### config.mk
export PLATFORM = sky130hd
export DESIGN_NAME = cpusr_top
export DESIGN_NICKNAME = d
export VERILOG_FILES = /design/src/hdl/cpusr_pkg.sv /design/src/hdl/cpusr_flag_calc.sv /design/src/hdl/cpusr_reg_map.sv /design/src/hdl/cpusr_top.sv
export SDC_FILE = /design/constraint.sdc
export NUM_CORES = 1
export LEC_CHECK = 0
export BUFFER_PORTS_ARGS = -buffer_cell sky130_fd_sc_hd__buf_2
export CORE_UTILIZATION = 49
export CTS_CLUSTER_DIAMETER = 50
export DETAILED_ROUTE_END_ITERATION = 12
export PLACE_DENSITY = 0.82
export SYNTH_ARGS = -nofsm -noshare
export SYNTH_HDL_FRONTEND = slang
export SYNTH_SLANG_ARGS = --single-unit
### constraint.sdc
create_clock -name clk_i -period 2.1 [get_ports clk_i]
set_input_delay 0.63 -clock clk_i [delete_from_list [all_inputs] [get_ports clk_i]]
set_output_delay 0.63 -clock clk_i [all_outputs]
set_load 0.03 [all_outputs]
### src/hdl/cpusr_pkg.sv
// package of constants and types for the cpu status and control registers
package cpusr_pkg;
    // memory size select codes
    localparam logic [7:0] CPUSR_MSS_RESET = 8'hFF;
    localparam logic [7:0] CPUSR_MSS_EE    = 8'hEE;
    localparam logic [7:0] CPUSR_MSS_DC    = 8'hDC;
    localparam logic [7:0] CPUSR_MSS_CC    = 8'hCC;
    // program counter, and status word reset value
    localparam int         CPUSR_PC_W      = 20;
    localparam logic [3:0] CPUSR_PC_HI_RST = 4'h0;
    localparam logic [15:0] CPUSR_PSW_RESET = 16'h0000;
    // lower half field positions
    localparam int CPUSR_CY  = 0;
    localparam int CPUSR_ZB  = 1;
    localparam int CPUSR_PV  = 2;
    localparam int CPUSR_IE  = 3;
    localparam int CPUSR_AC  = 4;
    localparam int CPUSR_RSS = 5;
    localparam int CPUSR_Z   = 6;
    localparam int CPUSR_S   = 7;
    // upper half field positions
    localparam int CPUSR_BANK_LO = 4;
    localparam int CPUSR_UF      = 7;
    // valid bit masks of each half
    localparam logic [7:0] CPUSR_LOW_MASK = 8'hFD;
    localparam logic [7:0] CPUSR_UP_MASK  = 8'hF0;

    // flag update classes of the executing instruction
    typedef enum logic [2:0] {
        CPUSR_OP_NONE  = 3'h0,
        CPUSR_OP_ARITH = 3'h1,
        CPUSR_OP_LOGIC = 3'h2,
        CPUSR_OP_SHIFT = 3'h3,
        CPUSR_OP_CHECK = 3'h4,
        CPUSR_OP_SHW   = 3'h5
    } cpusr_op_t;

    // program counter sequencer
    typedef enum logic [1:0] {
        CPUSR_ST_VEC_LO = 2'b00,
        CPUSR_ST_VEC_HI = 2'b01,
        CPUSR_ST_RUN    = 2'b11
    } cpusr_state_t;
endpackage

### src/hdl/cpusr_flag_calc.sv
// flag computation from an alu result
`timescale 1ns/1ps
module cpusr_flag_calc (
    input  wire logic [15:0]         result_i,
    input  wire logic                wide_i,
    input  wire logic                carry_out_i,
    input  wire logic                carry_msb_in_i,
    input  wire logic                carry_b3_i,
    input  wire logic                shift_out_i,
    input  wire cpusr_pkg::cpusr_op_t op_i,
    output logic                     carry_o,
    output logic                     pv_o,
    output logic                     half_o,
    output logic                     zero_o,
    output logic                     sign_o
);
    import cpusr_pkg::*;
    logic even_lo;
    logic even_w;
    // even parity means a set flag
    assign even_lo = ~^result_i[7:0];
    assign even_w  = wide_i ? ~^result_i : even_lo;
    // flag values per class
    always_comb begin
        carry_o = (op_i == CPUSR_OP_ARITH) ? carry_out_i : shift_out_i;
        half_o  = carry_b3_i;
        zero_o  = wide_i ? (result_i == 16'h0000) : (result_i[7:0] == 8'h00);
        sign_o  = wide_i ? result_i[15] : result_i[7];
        case (op_i)
            CPUSR_OP_ARITH: pv_o = carry_msb_in_i ^ carry_out_i;
            CPUSR_OP_SHW:   pv_o = even_lo;
            default:        pv_o = even_w;
        endcase
    end
endmodule

### src/hdl/cpusr_reg_map.sv
// implied register map chosen by the swap flag
`timescale 1ns/1ps
module cpusr_reg_map (
    input  wire logic       swap_i,
    output logic [3:0]      acc_o,
    output logic [3:0]      aux_o,
    output logic [3:0]      cnt_hi_o,
    output logic [3:0]      cnt_lo_o,
    output logic [2:0]      wide_accum_o,
    output logic [2:0]      wide_count_o
);
    // legacy code swaps the implied set to r4..r7
    always_comb begin
        acc_o        = swap_i ? 4'h5 : 4'h1;
        aux_o        = swap_i ? 4'h4 : 4'h0;
        cnt_hi_o     = swap_i ? 4'h7 : 4'h3;
        cnt_lo_o     = swap_i ? 4'h6 : 4'h2;
        wide_accum_o = swap_i ? 3'h2 : 3'h0;
        wide_count_o = swap_i ? 3'h3 : 3'h1;
    end
endmodule

### src/hdl/cpusr_top.sv
// cpu status word, program counter and memory size select
`timescale 1ns/1ps
module cpusr_top (
    input  wire logic                 clk_i,
    input  wire logic                 rst_b_i,
    input  wire logic                 ce_i,
    // memory size select write
    input  wire logic                 mss_we_i,
    input  wire logic [7:0]           mss_wdata_i,
    // reset vector fetch
    input  wire logic                 vec_valid_i,
    input  wire logic [7:0]           vec_byte_i,
    // program counter control
    input  wire logic                 pc_adv_i,
    input  wire logic [2:0]           pc_len_i,
    input  wire logic                 pc_load_i,
    input  wire logic [19:0]          pc_target_i,
    // status byte access
    input  wire logic                 psw_lo_we_i,
    input  wire logic                 psw_hi_we_i,
    input  wire logic [7:0]           psw_wdata_i,
    // single bit access
    input  wire logic                 bit_we_i,
    input  wire logic [3:0]           bit_sel_i,
    input  wire logic                 bit_val_i,
    input  wire logic                 cy_we_i,
    input  wire logic                 cy_val_i,
    // alu result
    input  wire cpusr_pkg::cpusr_op_t alu_op_i,
    input  wire logic [15:0]          alu_result_i,
    input  wire logic                 alu_wide_i,
    input  wire logic                 alu_carry_i,
    input  wire logic                 alu_carry_msb_in_i,
    input  wire logic                 alu_carry_b3_i,
    input  wire logic                 alu_shift_out_i,
    // interrupt and context events
    input  wire logic                 ei_op_i,
    input  wire logic                 di_op_i,
    input  wire logic                 int_ack_i,
    input  wire logic                 break_op_i,
    input  wire logic                 stack_ret_i,
    input  wire logic [15:0]          stack_data_i,
    input  wire logic                 ctx_save_i,
    input  wire logic                 ctx_ret_i,
    input  wire logic [15:0]          pair_three_i,
    input  wire logic                 sel_bank_i,
    input  wire logic [2:0]           bank_i,
    // outputs
    output logic [7:0]                memory_size_select_o,
    output logic [19:0]               program_counter_o,
    output logic                      pc_ready_o,
    output logic [15:0]               processor_status_word_o,
    output logic                      push_o,
    output logic [15:0]               push_data_o,
    output logic                      pair_three_we_o,
    output logic [15:0]               pair_three_data_o,
    output logic                      maskable_ok_o,
    output logic [2:0]                bank_o,
    output logic [3:0]                implied_acc_o,
    output logic [2:0]                implied_wide_o
);
    import cpusr_pkg::*;

    typedef struct packed {
        cpusr_state_t st;
        logic         ready;
        logic [7:0]   mss;
        logic         mss_done;
        logic [19:0]  pc;
        logic [7:0]   lo;
        logic [7:0]   hi;
        logic         push;
        logic [15:0]  push_data;
        logic         p3_we;
        logic [15:0]  p3_data;
        logic [3:0]   acc;
        logic [2:0]   wide;
    } cpusr_state_s_t;

    cpusr_state_s_t r;
    cpusr_state_s_t next_r;

    logic       f_cy;
    logic       f_pv;
    logic       f_ac;
    logic       f_z;
    logic       f_s;
    logic [3:0] map_acc;
    logic [2:0] map_wa;
    logic [15:0] psw_now;

    cpusr_flag_calc u_flags (
        .result_i       (alu_result_i),
        .wide_i         (alu_wide_i),
        .carry_out_i    (alu_carry_i),
        .carry_msb_in_i (alu_carry_msb_in_i),
        .carry_b3_i     (alu_carry_b3_i),
        .shift_out_i    (alu_shift_out_i),
        .op_i           (alu_op_i),
        .carry_o        (f_cy),
        .pv_o           (f_pv),
        .half_o         (f_ac),
        .zero_o         (f_z),
        .sign_o         (f_s)
    );

    cpusr_reg_map u_map (
        .swap_i       (r.lo[CPUSR_RSS]),
        .acc_o        (map_acc),
        .aux_o        (),
        .cnt_hi_o     (),
        .cnt_lo_o     (),
        .wide_accum_o (map_wa),
        .wide_count_o ()
    );

    assign psw_now = {r.hi & CPUSR_UP_MASK, r.lo & CPUSR_LOW_MASK};

    // next state; later updates take priority over earlier ones
    always_comb begin
        next_r = r;
        next_r.push  = 1'b0;
        next_r.p3_we = 1'b0;
        // implied register map, registered so outputs come from flops
        next_r.acc  = map_acc;
        next_r.wide = map_wa;
        // size select takes only the first write; codes outside the list ignored
        if (mss_we_i && !r.mss_done) begin
            next_r.mss_done = 1'b1;
            if (mss_wdata_i == CPUSR_MSS_RESET || mss_wdata_i == CPUSR_MSS_EE ||
                mss_wdata_i == CPUSR_MSS_DC || mss_wdata_i == CPUSR_MSS_CC) begin
                next_r.mss = mss_wdata_i;
            end
        end
        // program counter sequencer
        case (r.st)
            CPUSR_ST_VEC_LO: begin
                if (vec_valid_i) begin
                    next_r.pc = {CPUSR_PC_HI_RST, 8'h00, vec_byte_i};
                    next_r.st = CPUSR_ST_VEC_HI;
                end
            end
            CPUSR_ST_VEC_HI: begin
                if (vec_valid_i) begin
                    next_r.pc = {CPUSR_PC_HI_RST, vec_byte_i, r.pc[7:0]};
                    next_r.st = CPUSR_ST_RUN;
                    next_r.ready = 1'b1;
                end
            end
            CPUSR_ST_RUN: begin
                if (pc_load_i) begin
                    next_r.pc = pc_target_i;
                end else if (pc_adv_i) begin
                    next_r.pc = r.pc + {17'h0_0000, pc_len_i};
                end
            end
            default: begin
                next_r.st    = CPUSR_ST_VEC_LO;
                next_r.ready = 1'b0;
            end
        endcase
        // alu flags; classes leave other flags as they were
        if (alu_op_i != CPUSR_OP_NONE) begin
            next_r.lo[CPUSR_S]  = f_s;
            next_r.lo[CPUSR_Z]  = f_z;
            next_r.lo[CPUSR_PV] = f_pv;
            if (alu_op_i == CPUSR_OP_ARITH) begin
                next_r.lo[CPUSR_AC] = f_ac;
                next_r.lo[CPUSR_CY] = f_cy;
            end else if (alu_op_i == CPUSR_OP_SHIFT || alu_op_i == CPUSR_OP_SHW) begin
                next_r.lo[CPUSR_CY] = f_cy;
            end
        end
        if (cy_we_i) begin
            next_r.lo[CPUSR_CY] = cy_val_i;
        end
        // single bit operations on either half
        if (bit_we_i) begin
            if (bit_sel_i[3]) begin
                next_r.hi[bit_sel_i[2:0]] = bit_val_i;
            end else begin
                next_r.lo[bit_sel_i[2:0]] = bit_val_i;
            end
        end
        if (psw_lo_we_i) begin
            next_r.lo = psw_wdata_i;
        end
        if (psw_hi_we_i) begin
            next_r.hi = psw_wdata_i;
        end
        if (sel_bank_i) begin
            next_r.hi[CPUSR_BANK_LO +: 3] = bank_i;
        end
        if (ei_op_i) begin
            next_r.lo[CPUSR_IE] = 1'b1;
        end
        if (di_op_i) begin
            next_r.lo[CPUSR_IE] = 1'b0;
        end
        // returns restore the whole word
        if (stack_ret_i) begin
            {next_r.hi, next_r.lo} = stack_data_i;
        end
        if (ctx_ret_i) begin
            {next_r.hi, next_r.lo} = pair_three_i;
        end
        // saves capture the word before this cycle's ack clears the enable
        if (int_ack_i || break_op_i) begin
            next_r.push      = 1'b1;
            next_r.push_data = psw_now;
        end
        if (ctx_save_i) begin
            next_r.p3_we   = 1'b1;
            next_r.p3_data = psw_now;
        end
        if (int_ack_i) begin
            next_r.lo[CPUSR_IE] = 1'b0;
        end
        next_r.lo[CPUSR_ZB] = 1'b0;
        next_r.hi[3:0]      = 4'h0;
    end

    // state register, frozen while the clock enable is low
    always_ff @(posedge clk_i or negedge rst_b_i) begin
        if (!rst_b_i) begin
            r.st        <= CPUSR_ST_VEC_LO;
            r.ready     <= 1'b0;
            r.mss       <= CPUSR_MSS_RESET;
            r.mss_done  <= 1'b0;
            r.pc        <= 20'h0_0000;
            r.lo        <= CPUSR_PSW_RESET[7:0];
            r.hi        <= CPUSR_PSW_RESET[15:8];
            r.push      <= 1'b0;
            r.push_data <= 16'h0000;
            r.p3_we     <= 1'b0;
            r.p3_data   <= 16'h0000;
            r.acc       <= 4'h1;
            r.wide      <= 3'h0;
        end else if (ce_i) begin
            r <= next_r;
        end
    end

    // outputs straight from flops
    assign memory_size_select_o    = r.mss;
    assign program_counter_o       = r.pc;
    assign pc_ready_o              = r.ready;
    assign processor_status_word_o = {r.hi, r.lo};
    assign push_o                  = r.push;
    assign push_data_o             = r.push_data;
    assign pair_three_we_o         = r.p3_we;
    assign pair_three_data_o       = r.p3_data;
    assign maskable_ok_o           = r.lo[CPUSR_IE];
    assign bank_o                  = r.hi[CPUSR_BANK_LO +: 3];
    assign implied_acc_o           = r.acc;
    assign implied_wide_o          = r.wide;

    // size select stays at its value once written
    mss_once_a: assert property (@(posedge clk_i) disable iff (!rst_b_i)
        (r.mss_done && ce_i) |=> $stable(r.mss))
        else $error("size select changed after first write");

    // a first write with a code off the list leaves the reset value
    mss_code_a: assert property (@(posedge clk_i) disable iff (!rst_b_i)
        (ce_i && mss_we_i && !r.mss_done && mss_wdata_i != CPUSR_MSS_EE && mss_wdata_i != CPUSR_MSS_DC
         && mss_wdata_i != CPUSR_MSS_CC) |=> memory_size_select_o == $past(memory_size_select_o))
        else $error("size select took a code off the list");

    pc_vec_a: assert property (@(posedge clk_i) disable iff (!rst_b_i)
        (r.st == CPUSR_ST_VEC_HI && vec_valid_i && ce_i) |=> program_counter_o[19:16] == 4'h0)
        else $error("pc upper bits not cleared at vector load");

    pc_ready_a: assert property (@(posedge clk_i) disable iff (!rst_b_i)
        (r.st == CPUSR_ST_VEC_HI && vec_valid_i && ce_i) |=> pc_ready_o)
        else $error("pc ready not raised after vector");

    pc_adv_a: assert property (@(posedge clk_i) disable iff (!rst_b_i)
        (r.st == CPUSR_ST_RUN && ce_i && pc_adv_i && !pc_load_i)
        |=> program_counter_o == $past(program_counter_o) + {17'h0_0000, $past(pc_len_i)})
        else $error("pc did not advance by length");

    // a branch load wins over the length advance
    pc_load_a: assert property (@(posedge clk_i) disable iff (!rst_b_i)
        (r.st == CPUSR_ST_RUN && ce_i && pc_load_i) |=> program_counter_o == $past(pc_target_i))
        else $error("pc did not take branch target");

    ie_ack_a: assert property (@(posedge clk_i) disable iff (!rst_b_i)
        (int_ack_i && ce_i) |=> !maskable_ok_o && push_o)
        else $error("ack did not clear enable and push");

    ei_set_a: assert property (@(posedge clk_i) disable iff (!rst_b_i)
        (ei_op_i && !di_op_i && !int_ack_i && !stack_ret_i && !ctx_ret_i && !psw_lo_we_i && !bit_we_i && ce_i)
        |=> maskable_ok_o)
        else $error("enable op did not set flag");

    zero_bit_a: assert property (@(posedge clk_i) disable iff (!rst_b_i)
        processor_status_word_o[CPUSR_ZB] == 1'b0 && processor_status_word_o[11:8] == 4'h0)
        else $error("fixed zero bits set");

    ctx_save_a: assert property (@(posedge clk_i) disable iff (!rst_b_i)
        (ctx_save_i && ce_i) |=> pair_three_we_o && pair_three_data_o == $past(psw_now))
        else $error("context save wrong");

    flag_hold_a: assert property (@(posedge clk_i) disable iff (!rst_b_i)
        (ce_i && alu_op_i == CPUSR_OP_LOGIC && !cy_we_i && !bit_we_i && !psw_lo_we_i
         && !stack_ret_i && !ctx_ret_i) |=> $stable(processor_status_word_o[CPUSR_CY]))
        else $error("carry changed on logic op");

    // bit accumulator write, unless a later update of the lower half wins
    cy_write_a: assert property (@(posedge clk_i) disable iff (!rst_b_i)
        (ce_i && cy_we_i && !bit_we_i && !psw_lo_we_i && !stack_ret_i && !ctx_ret_i)
        |=> processor_status_word_o[CPUSR_CY] == $past(cy_val_i))
        else $error("carry write lost");

    // the push strobe lasts one cycle only
    push_pulse_a: assert property (@(posedge clk_i) disable iff (!rst_b_i)
        (push_o && ce_i && !int_ack_i && !break_op_i) |=> !push_o)
        else $error("push strobe held too long");

    break_push_a: assert property (@(posedge clk_i) disable iff (!rst_b_i)
        (break_op_i && ce_i) |=> push_o && push_data_o == $past(psw_now))
        else $error("break did not push status");

    stack_ret_a: assert property (@(posedge clk_i) disable iff (!rst_b_i)
        (stack_ret_i && ce_i && !ctx_ret_i && !int_ack_i)
        |=> processor_status_word_o == ($past(stack_data_i) & {CPUSR_UP_MASK, CPUSR_LOW_MASK}))
        else $error("return did not restore status");

    bank_sel_a: assert property (@(posedge clk_i) disable iff (!rst_b_i)
        (sel_bank_i && ce_i && !stack_ret_i && !ctx_ret_i) |=> bank_o == $past(bank_i))
        else $error("bank select not taken");
endmodule

==> results of run 1 <==
[metrics by stage]
| stage | utilization, % | worst slack, ps | setup TNS [ps] | instances |
|---|---|---|---|---|
| 5_1_grt | 59.6 | 16.3 | 0 | 850 |
| 2_1_floorplan | - | 15.8 | 0 | 592 |
| 3_3_place_gp | 57.4 | -224 | -1560 | 834 |
| 3_5_place_dp | 57.4 | -307 | -2400 | 834 |
| 4_1_cts | 59.4 | 10.4 | 0 | 850 |
| 6_report | 59.6 | 117 | 0 | 850 |
[sequential cells by signal, indices dropped and copies added (netlist names)]
register                 cells
program_counter_o           20
pair_three_data_o           11
push_data_o                 11
memory_size_select_o         8
processor_status_word_o      7
bank_o                       3
r                            3
implied_acc_o                1
maskable_ok_o                1
pair_three_we_o              1
pc_ready_o                   1
push_o                       1
[final timing paths]
kind | start | to | slack (ps) | depth (start not counted)
worst max-delay path | program_counter_o[1] | program_counter_o[15] | 120 | 7
worst min-delay path | rst_b_i | push_data_o[6] | 250 | 1
worst max register to register | program_counter_o[1] | program_counter_o[15] | 120 | 7
worst min register to register | r[77] | r[77] | 450 | 1
max in group asynchronous | rst_b_i | program_counter_o[1] | 1280 | 2
min in group clk_i | r[77] | r[77] | 450 | 1
[layer usage]
layer	part of all wire [%]	wire (um)
met1	41	5730
met2	48	6740
met3	7.6	1070
met4	3.8	539
met5	0	0
[kinds of logic (layout without fill, tap and decap cells)]
kind of cell             Yosys count  after routing  synth area share [%]
adder cells (fa/ha/maj)           16             16                  4.10
other                              2             20                 0.148
flip-flops                        68             68                  33.8
buffers and inverters            143            268                  18.2
AND/OR/NAND/NOR                  152            152                  15.4
multiplexers                      28             28                  6.18
AO/OA/AOI/OAI                    154            154                  20.2
XOR/XNOR                          11             11                  1.90
[cells in the final DEF, fill, tap and decap left out, types with 3 or more instances in the layout]
master        n
buf_2       189
inv_1        35
nand3_1      13
or3_1         5
conb_1       20
mux2_2       26
a221oi_1      9
nand2b_1     10
o221ai_1      6
xnor2_1       9
o211ai_1      3
clkinvlp_4    4
nor3_1       11
clkbuf_8      9
a2111oi_0     3
o31a_1        5
a21oi_1      33
a21o_1        4
nor2_1       40
nand2_1      36
a31oi_1      11
o31ai_1       5
buf_4        26
nor3_2        3
nand3b_1      4
o22ai_1       6
ha_1         15
nor4_1        4
a31o_2        3
o21ai_1       4
o21ai_0      33
dfstp_2       8
dfrtp_1      60
nand4_1       5
nor2b_1       5
a32oi_1       3
nor3b_1       3
[repair_timing]
item	CTS	global route
endpoints found under the setup margin	0	8
gates resized for setup	0	6
hold buffers	0	0
[critical path: stages (launching register included)]
cell and delay [ps]:
dfrtp_1 430, ha_1 310, a21o_1 200, a21oi_2 200, nor3_1 80, buf_4 160, a31o_2 230, a221oi_1 280
[final cells by class]
class | instances | area share, %
sequential | 68 | 29.0
timing repair buffer | 217 | 20.0
tap | 133 | 2.82
clock buffer | 10 | 2.16
inverter | 35 | 2.22
multi-input combinational | 381 | 42.7
clock inverter | 6 | 1.10
[power groups by stage]
stage,Sequential [W],Combinational [W],Clock [W]
2_1_floorplan,0.00190,0.00234,0
3_3_place_gp,0.00194,0.00276,0
3_5_place_dp,0.00197,0.00284,0
4_1_cts,0.00195,0.00284,0.00109
5_1_grt,0.00201,0.00312,0.00115
6_report,0.00195,0.00290,0.00108
==> metrics.md, run 1 <==
| Metric | Value |
|---|---|
| GRT Util Overall | `around a quarter` |
| Clock share of power | `roughly 18%` |
| CP Data Required Time | `about 2400 ps` |
| CP endpoint kind | `register` |
| Asr flop ratio synth | `100%` |
| Int Power | `~0.0032 W` |
| Ys Warns | `0` |
| Syn_area_per_cell | `between 8 and 9 sq um` |
| CTS Root Cell | `clkbuf_8` |
| Die W | `about 100 um` |
| CTS sink cnt | `slightly below 70` |
| Slew Limit Fails | `0` |
| Fillers | `between 800 and 900` |
| Global-route wire length before repair | `~23000 um` |
| DR vias | `4838` |
| Psw | `0.00269 W` |
| Post-Syn Area | `slightly above 5000 sq um` |
| Post-DP HPWL | `approximately 11000 um` |
| GR Util met2 | `between 40% and 50%` |
| Startpoint Class | `register` |
| Area delta synth->final | `16.7%` |
| DRT iter0 DRCs | `389` |
| Setup violations, final | `0` |
| Routability cong. | `roughly 0.92` |
| Top cells by count, synth | `buf_4, dfrtp_1, nor2_1, nand2_1` |
| Cell variety after synth | `67` |
| Status | `finished, final reports clean` |
| Top cell type by total area after synthesis | `dfrtp_1` |
| Final wirelength | `14100 um` |
| Multi-input logic area | `approximately 2500 sq um` |
| LEAKAGE | `roughly 2.9 nW` |
| Fin Clk Skew | `roughly 11 ps` |
| Worst Hold Class | `in2async` |
| Top-count cell post-synth | `buf_4` |
| Tcrit/Tclk final | `94.4%` |
| Initial Utilization | `51.1%` |
| I/O Pins | `221` |
| Switching share of power | `45.4%` |
| Pwr per Cell Area | `~1000 nW/um^2` |
| Worst Setup Path Type | `reg2reg` |
| Tmin final | `roughly 2000 ps` |
| Floorplan row count | `36` |
| Post-synth EDFFs | `0` |
| Diodes inserted | `0` |
| Register clock-pin slew on the reported worst setup and hold paths | `roughly 80 ps` |
| GR peak layer | `met2` |
| Max-cap violations | `0` |
| Grt ovf | `0` |
| Register area | `1710 sq um` |
| Worst slew pin tran | `562 ps` |
| Setup bufs post-CTS | `0` |
| Initial antenna violation count | `0` |
| Worst-path maximum fanout | `5` |
| Placed inst area | `5690 sq um` |
| DRC | `0` |
| GR Layer Usage met1 | `32.9%` |
| FF+latch count, synth | `68` |
| Layout cell share with drive strength beyond 1 | `approximately 40%` |
| Die area | `about 11000 sq um` |
| Final count of hold timing violations | `0` |
| Comb pwr share | `about 49%` |
| Max clock buf depth | `2` |
| Max rail drop VDD | `0.497 mV` |
| Vias in the first global route | `approximately 4700` |
| WHS | `approximately 250 ps` |
| # H-tree levels | `3` |
| Largest net degree at the start of global routing | `27` |
| WL/cell | `16.6 um` |
| Global-route met3 utilization | `under 10%` |
| Rel. slew slack | `around 63%` |
| Final instance area | `5910 sq um` |
| Layout Nets | `859` |
| Routed Antenna Nets | `0` |
| CTS tree | `done` |
| IO Port Bufs | `roughly 190` |
| Flop pwr share | `about 33%` |
| Cell count after synthesis | `roughly 570` |
| Core area | `between 9000 and 10000 sq um` |
| Skew-Pair Late Insertion Delay | `350 ps` |
| Seq/Total Area, Yosys | `around a third` |
| Vias per cell | `5.69` |
| Worst EP arrival | `between 2000 and 2500 ps` |
| RSZ-0062 raised after global routing | `false` |
| Dominant synthesized flop cell | `dfrtp_1` |
| Power Total | `just under 0.006 W` |
| Pre-antenna DRT Iters | `5` |
| Max Fclk | `about 500 MHz` |
| Synth top area share | `roughly 30%` |
| Num CTS Buffers | `9` |
| Dominant cells by area after synthesis | `dfrtp_1, buf_4, mux2_2` |
| Die Y | `around 100 um` |
Power figures use the tool's default switching activity.
==> run 2, diff against run 1 <==
Settings changed: CORE_UTILIZATION 49 to 50, CTS_BUF_LIST set to sky130_fd_sc_hd__clkbuf_2, PLACE_DENSITY 0.82 to 0.84.
==> run 2 against run 1 <==
Against the previous run: clock-buffer cell count up 1; clock power down 19%; clock skew up 18 ps; global-route usage about the same; sequential cell count unchanged; critical path type unchanged.
==> metrics.md, run 2 (synthesized netlist as in run 1, its figures left out) <==
| Metric | Value |
|---|---|
| IO Port Bufs | `189 (unchanged)` |
| Max FFs per register | `20 (unchanged)` |
| Pwr per Cell Area | `990 nW/um^2 (-1.3%)` |
| Placed inst area | `5650 sq um (-0.62%)` |
| GRT Util Overall | `26.5% (+0.041 points)` |
| Startpoint Class | `register` |
| CTS sink cnt | `68 (unchanged)` |
| Tcrit/Tclk final | `96.5% (+2.1 points)` |
| Fin Setup TNS | `0 ps (unchanged)` |
| Vias per cell | `5.64 (-0.91%)` |
| Power Total | `0.00575 W (-2.9%)` |
| LEAKAGE | `2.85 nW (-0.90%)` |
| Layout Nets | `856 (-0.35%)` |
| Initial Utilization | `51.8% (+0.71 points)` |
| Num CTS Buffers | `9 (unchanged)` |
| Diodes inserted | `0 (unchanged)` |
| Global-route wire length before repair | `21500 um (-5.8%)` |
| CTS Root Cell | `clkbuf_2` |
| Max rail drop VDD | `0.574 mV (+15%)` |
| Final count of hold timing violations | `0 (unchanged)` |
| Largest net degree at the start of global routing | `69 (+160%)` |
| Final instance area | `5810 sq um (-1.6%)` |
| Area delta synth->final | `14.8%` |
| CP Data Required Time | `2510 ps (+160 ps)` |
| Layout cell share with drive strength beyond 1 | `39.5% (-0.11 points)` |
| Worst path depth | `7 (unchanged)` |
| Routability cong. | `0.969 (+4.9%)` |
| Skew-Pair Late Insertion Delay | `520 ps (+170 ps)` |
| Max-cap violations | `0 (unchanged)` |
| Grt ovf | `0 (unchanged)` |
| Crit-path most repeated cell | `nor2_1` |
| WL/cell | `16.2 um (-2.2%)` |
| DR vias | `4777 (-1.3%)` |
| Floorplan row count | `36 (unchanged)` |
| Critical path's slowest cell | `or3_1` |
| Core area | `9770 sq um (-1.4%)` |
| Most frequent cells in the layout | `buf_2, dfrtp_1, nor2_1` |
| CP endpoint kind | `register` |
| Final wirelength | `13700 um (-2.5%)` |
| CTS tree | `done` |
| Slew Limit Fails | `0 (unchanged)` |
| Initial antenna violation count | `0 (unchanged)` |
| Register clock-pin slew on the reported worst setup and hold paths | `200 ps (+120 ps)` |
| Worst Hold Class | `in2async` |
| Most common cell after layout, fill and taps aside | `buf_2` |
| Die W | `103 um (-0.99%)` |
| Fin Clk Skew | `28.9 ps (+17.8 ps)` |
| RSZ-0062 raised after global routing | `false` |
| R2R depth | `7 (unchanged)` |
| Status | `finished, final reports clean` |
| Worst Setup Path Type | `reg2reg` |
| Routed Antenna Nets | `0 (unchanged)` |
| Vias in the first global route | `4532 (-4.2%)` |
| DRC | `0 (unchanged)` |
| Pre-antenna DRT Iters | `5 (unchanged)` |
| Die Y | `103 um (-0.99%)` |
| Post-DP HPWL | `10700 um (-2.5%)` |
| CP Cell Sequence | `inv_1 > ha_1 > nor2_1 > nor2_1 > or3_1 > a21o_1 > a22o_1` |
| Critical path's largest stage delay | `510 ps (+80 ps)` |
| I/O Pins | `221 (unchanged)` |
| Worst EP arrival | `2430 ps (+200 ps)` |
| Final Util | `59.5% (-0.16 points)` |
| Die area | `10500 sq um (-2.0%)` |
| Max Fclk | `493 MHz (-2.2%)` |
| # H-tree levels | `3 (unchanged)` |
| Max clock buf depth | `2 (unchanged)` |
| DRT iter0 DRCs | `266 (-32%)` |
| Setup violations, final | `0 (unchanged)` |
| Worst-path maximum fanout | `11 (+6)` |
| Worst path buffer plus inverter count | `1 (unchanged)` |
| Tmin final | `2030 ps (+44.2 ps)` |
| Critical path's top delay family | `simple AND/OR/NAND/NOR gates` |
run 2: cell type report:
class | count | area [sq um]
Clock buffer | 11 | 55.1
Clock inverter | 5 | 76.3
Fill cell | 864 | 3960
Inverter | 35 | 131
Multi-Input combinational cell | 381 | 2520
Sequential cell | 68 | 1710
Tap cell | 133 | 166
Timing Repair Buffer | 214 | 1150
run 2: worst paths after layout:
check | slack [ps] | startpoint | endpoint
hold reg to reg | 490 | r[77] | r[77]
hold / removal | 70 | rst_b_i | push_data_o[4]
max in group asynchronous | 1630 | rst_b_i | memory_size_select_o[6]
setup / recovery | 70 | r[87] | program_counter_o[8]
min in group clk_i | 310 | int_ack_i | maskable_ok_o
setup reg to reg | 70 | r[87] | program_counter_o[8]
run 2: through the flow:
stage               hold WS, ps  worst slack [ps]  cells
finish                     72.4              72.7    847
global placement            430              -236    831
CTS                        67.3              70.0    847
global route               56.0              4.01    847
floorplan                   334              15.8    592
detailed placement          448              -277    831
run 2: report_power, final:
group          internal [W]  leakage, nW  switching [W]  total (W)
combinational       0.00108         1.97        0.00183    0.00291
sequential          0.00162        0.807       0.000340    0.00196
clock              0.000398       0.0796       0.000479   0.000878
total               0.00310         2.85        0.00265    0.00575
run 2: what timing repair did:
action,in CTS,in global routing
buffers inserted,0,0
endpoints found under the setup margin,0,11
hold buffers,0,0
resized for setup,0,6
run 2: per-layer routing:
layer,GRT usage (%),up-vias,wire (um)
li1,-,2241,-
met1,32.3,2239,5630
met2,44.2,255,6710
met3,6.24,42,975
met4,12.4,0,399
met5,0,-,0
run 2: worst reg2reg max path: stages, from the launching register on:
cell and delay, ps:
dfrtp_1 450, inv_1 90, ha_1 220, nor2_1 150, nor2_1 90, or3_1 510
a21o_1 230, a22o_1 180
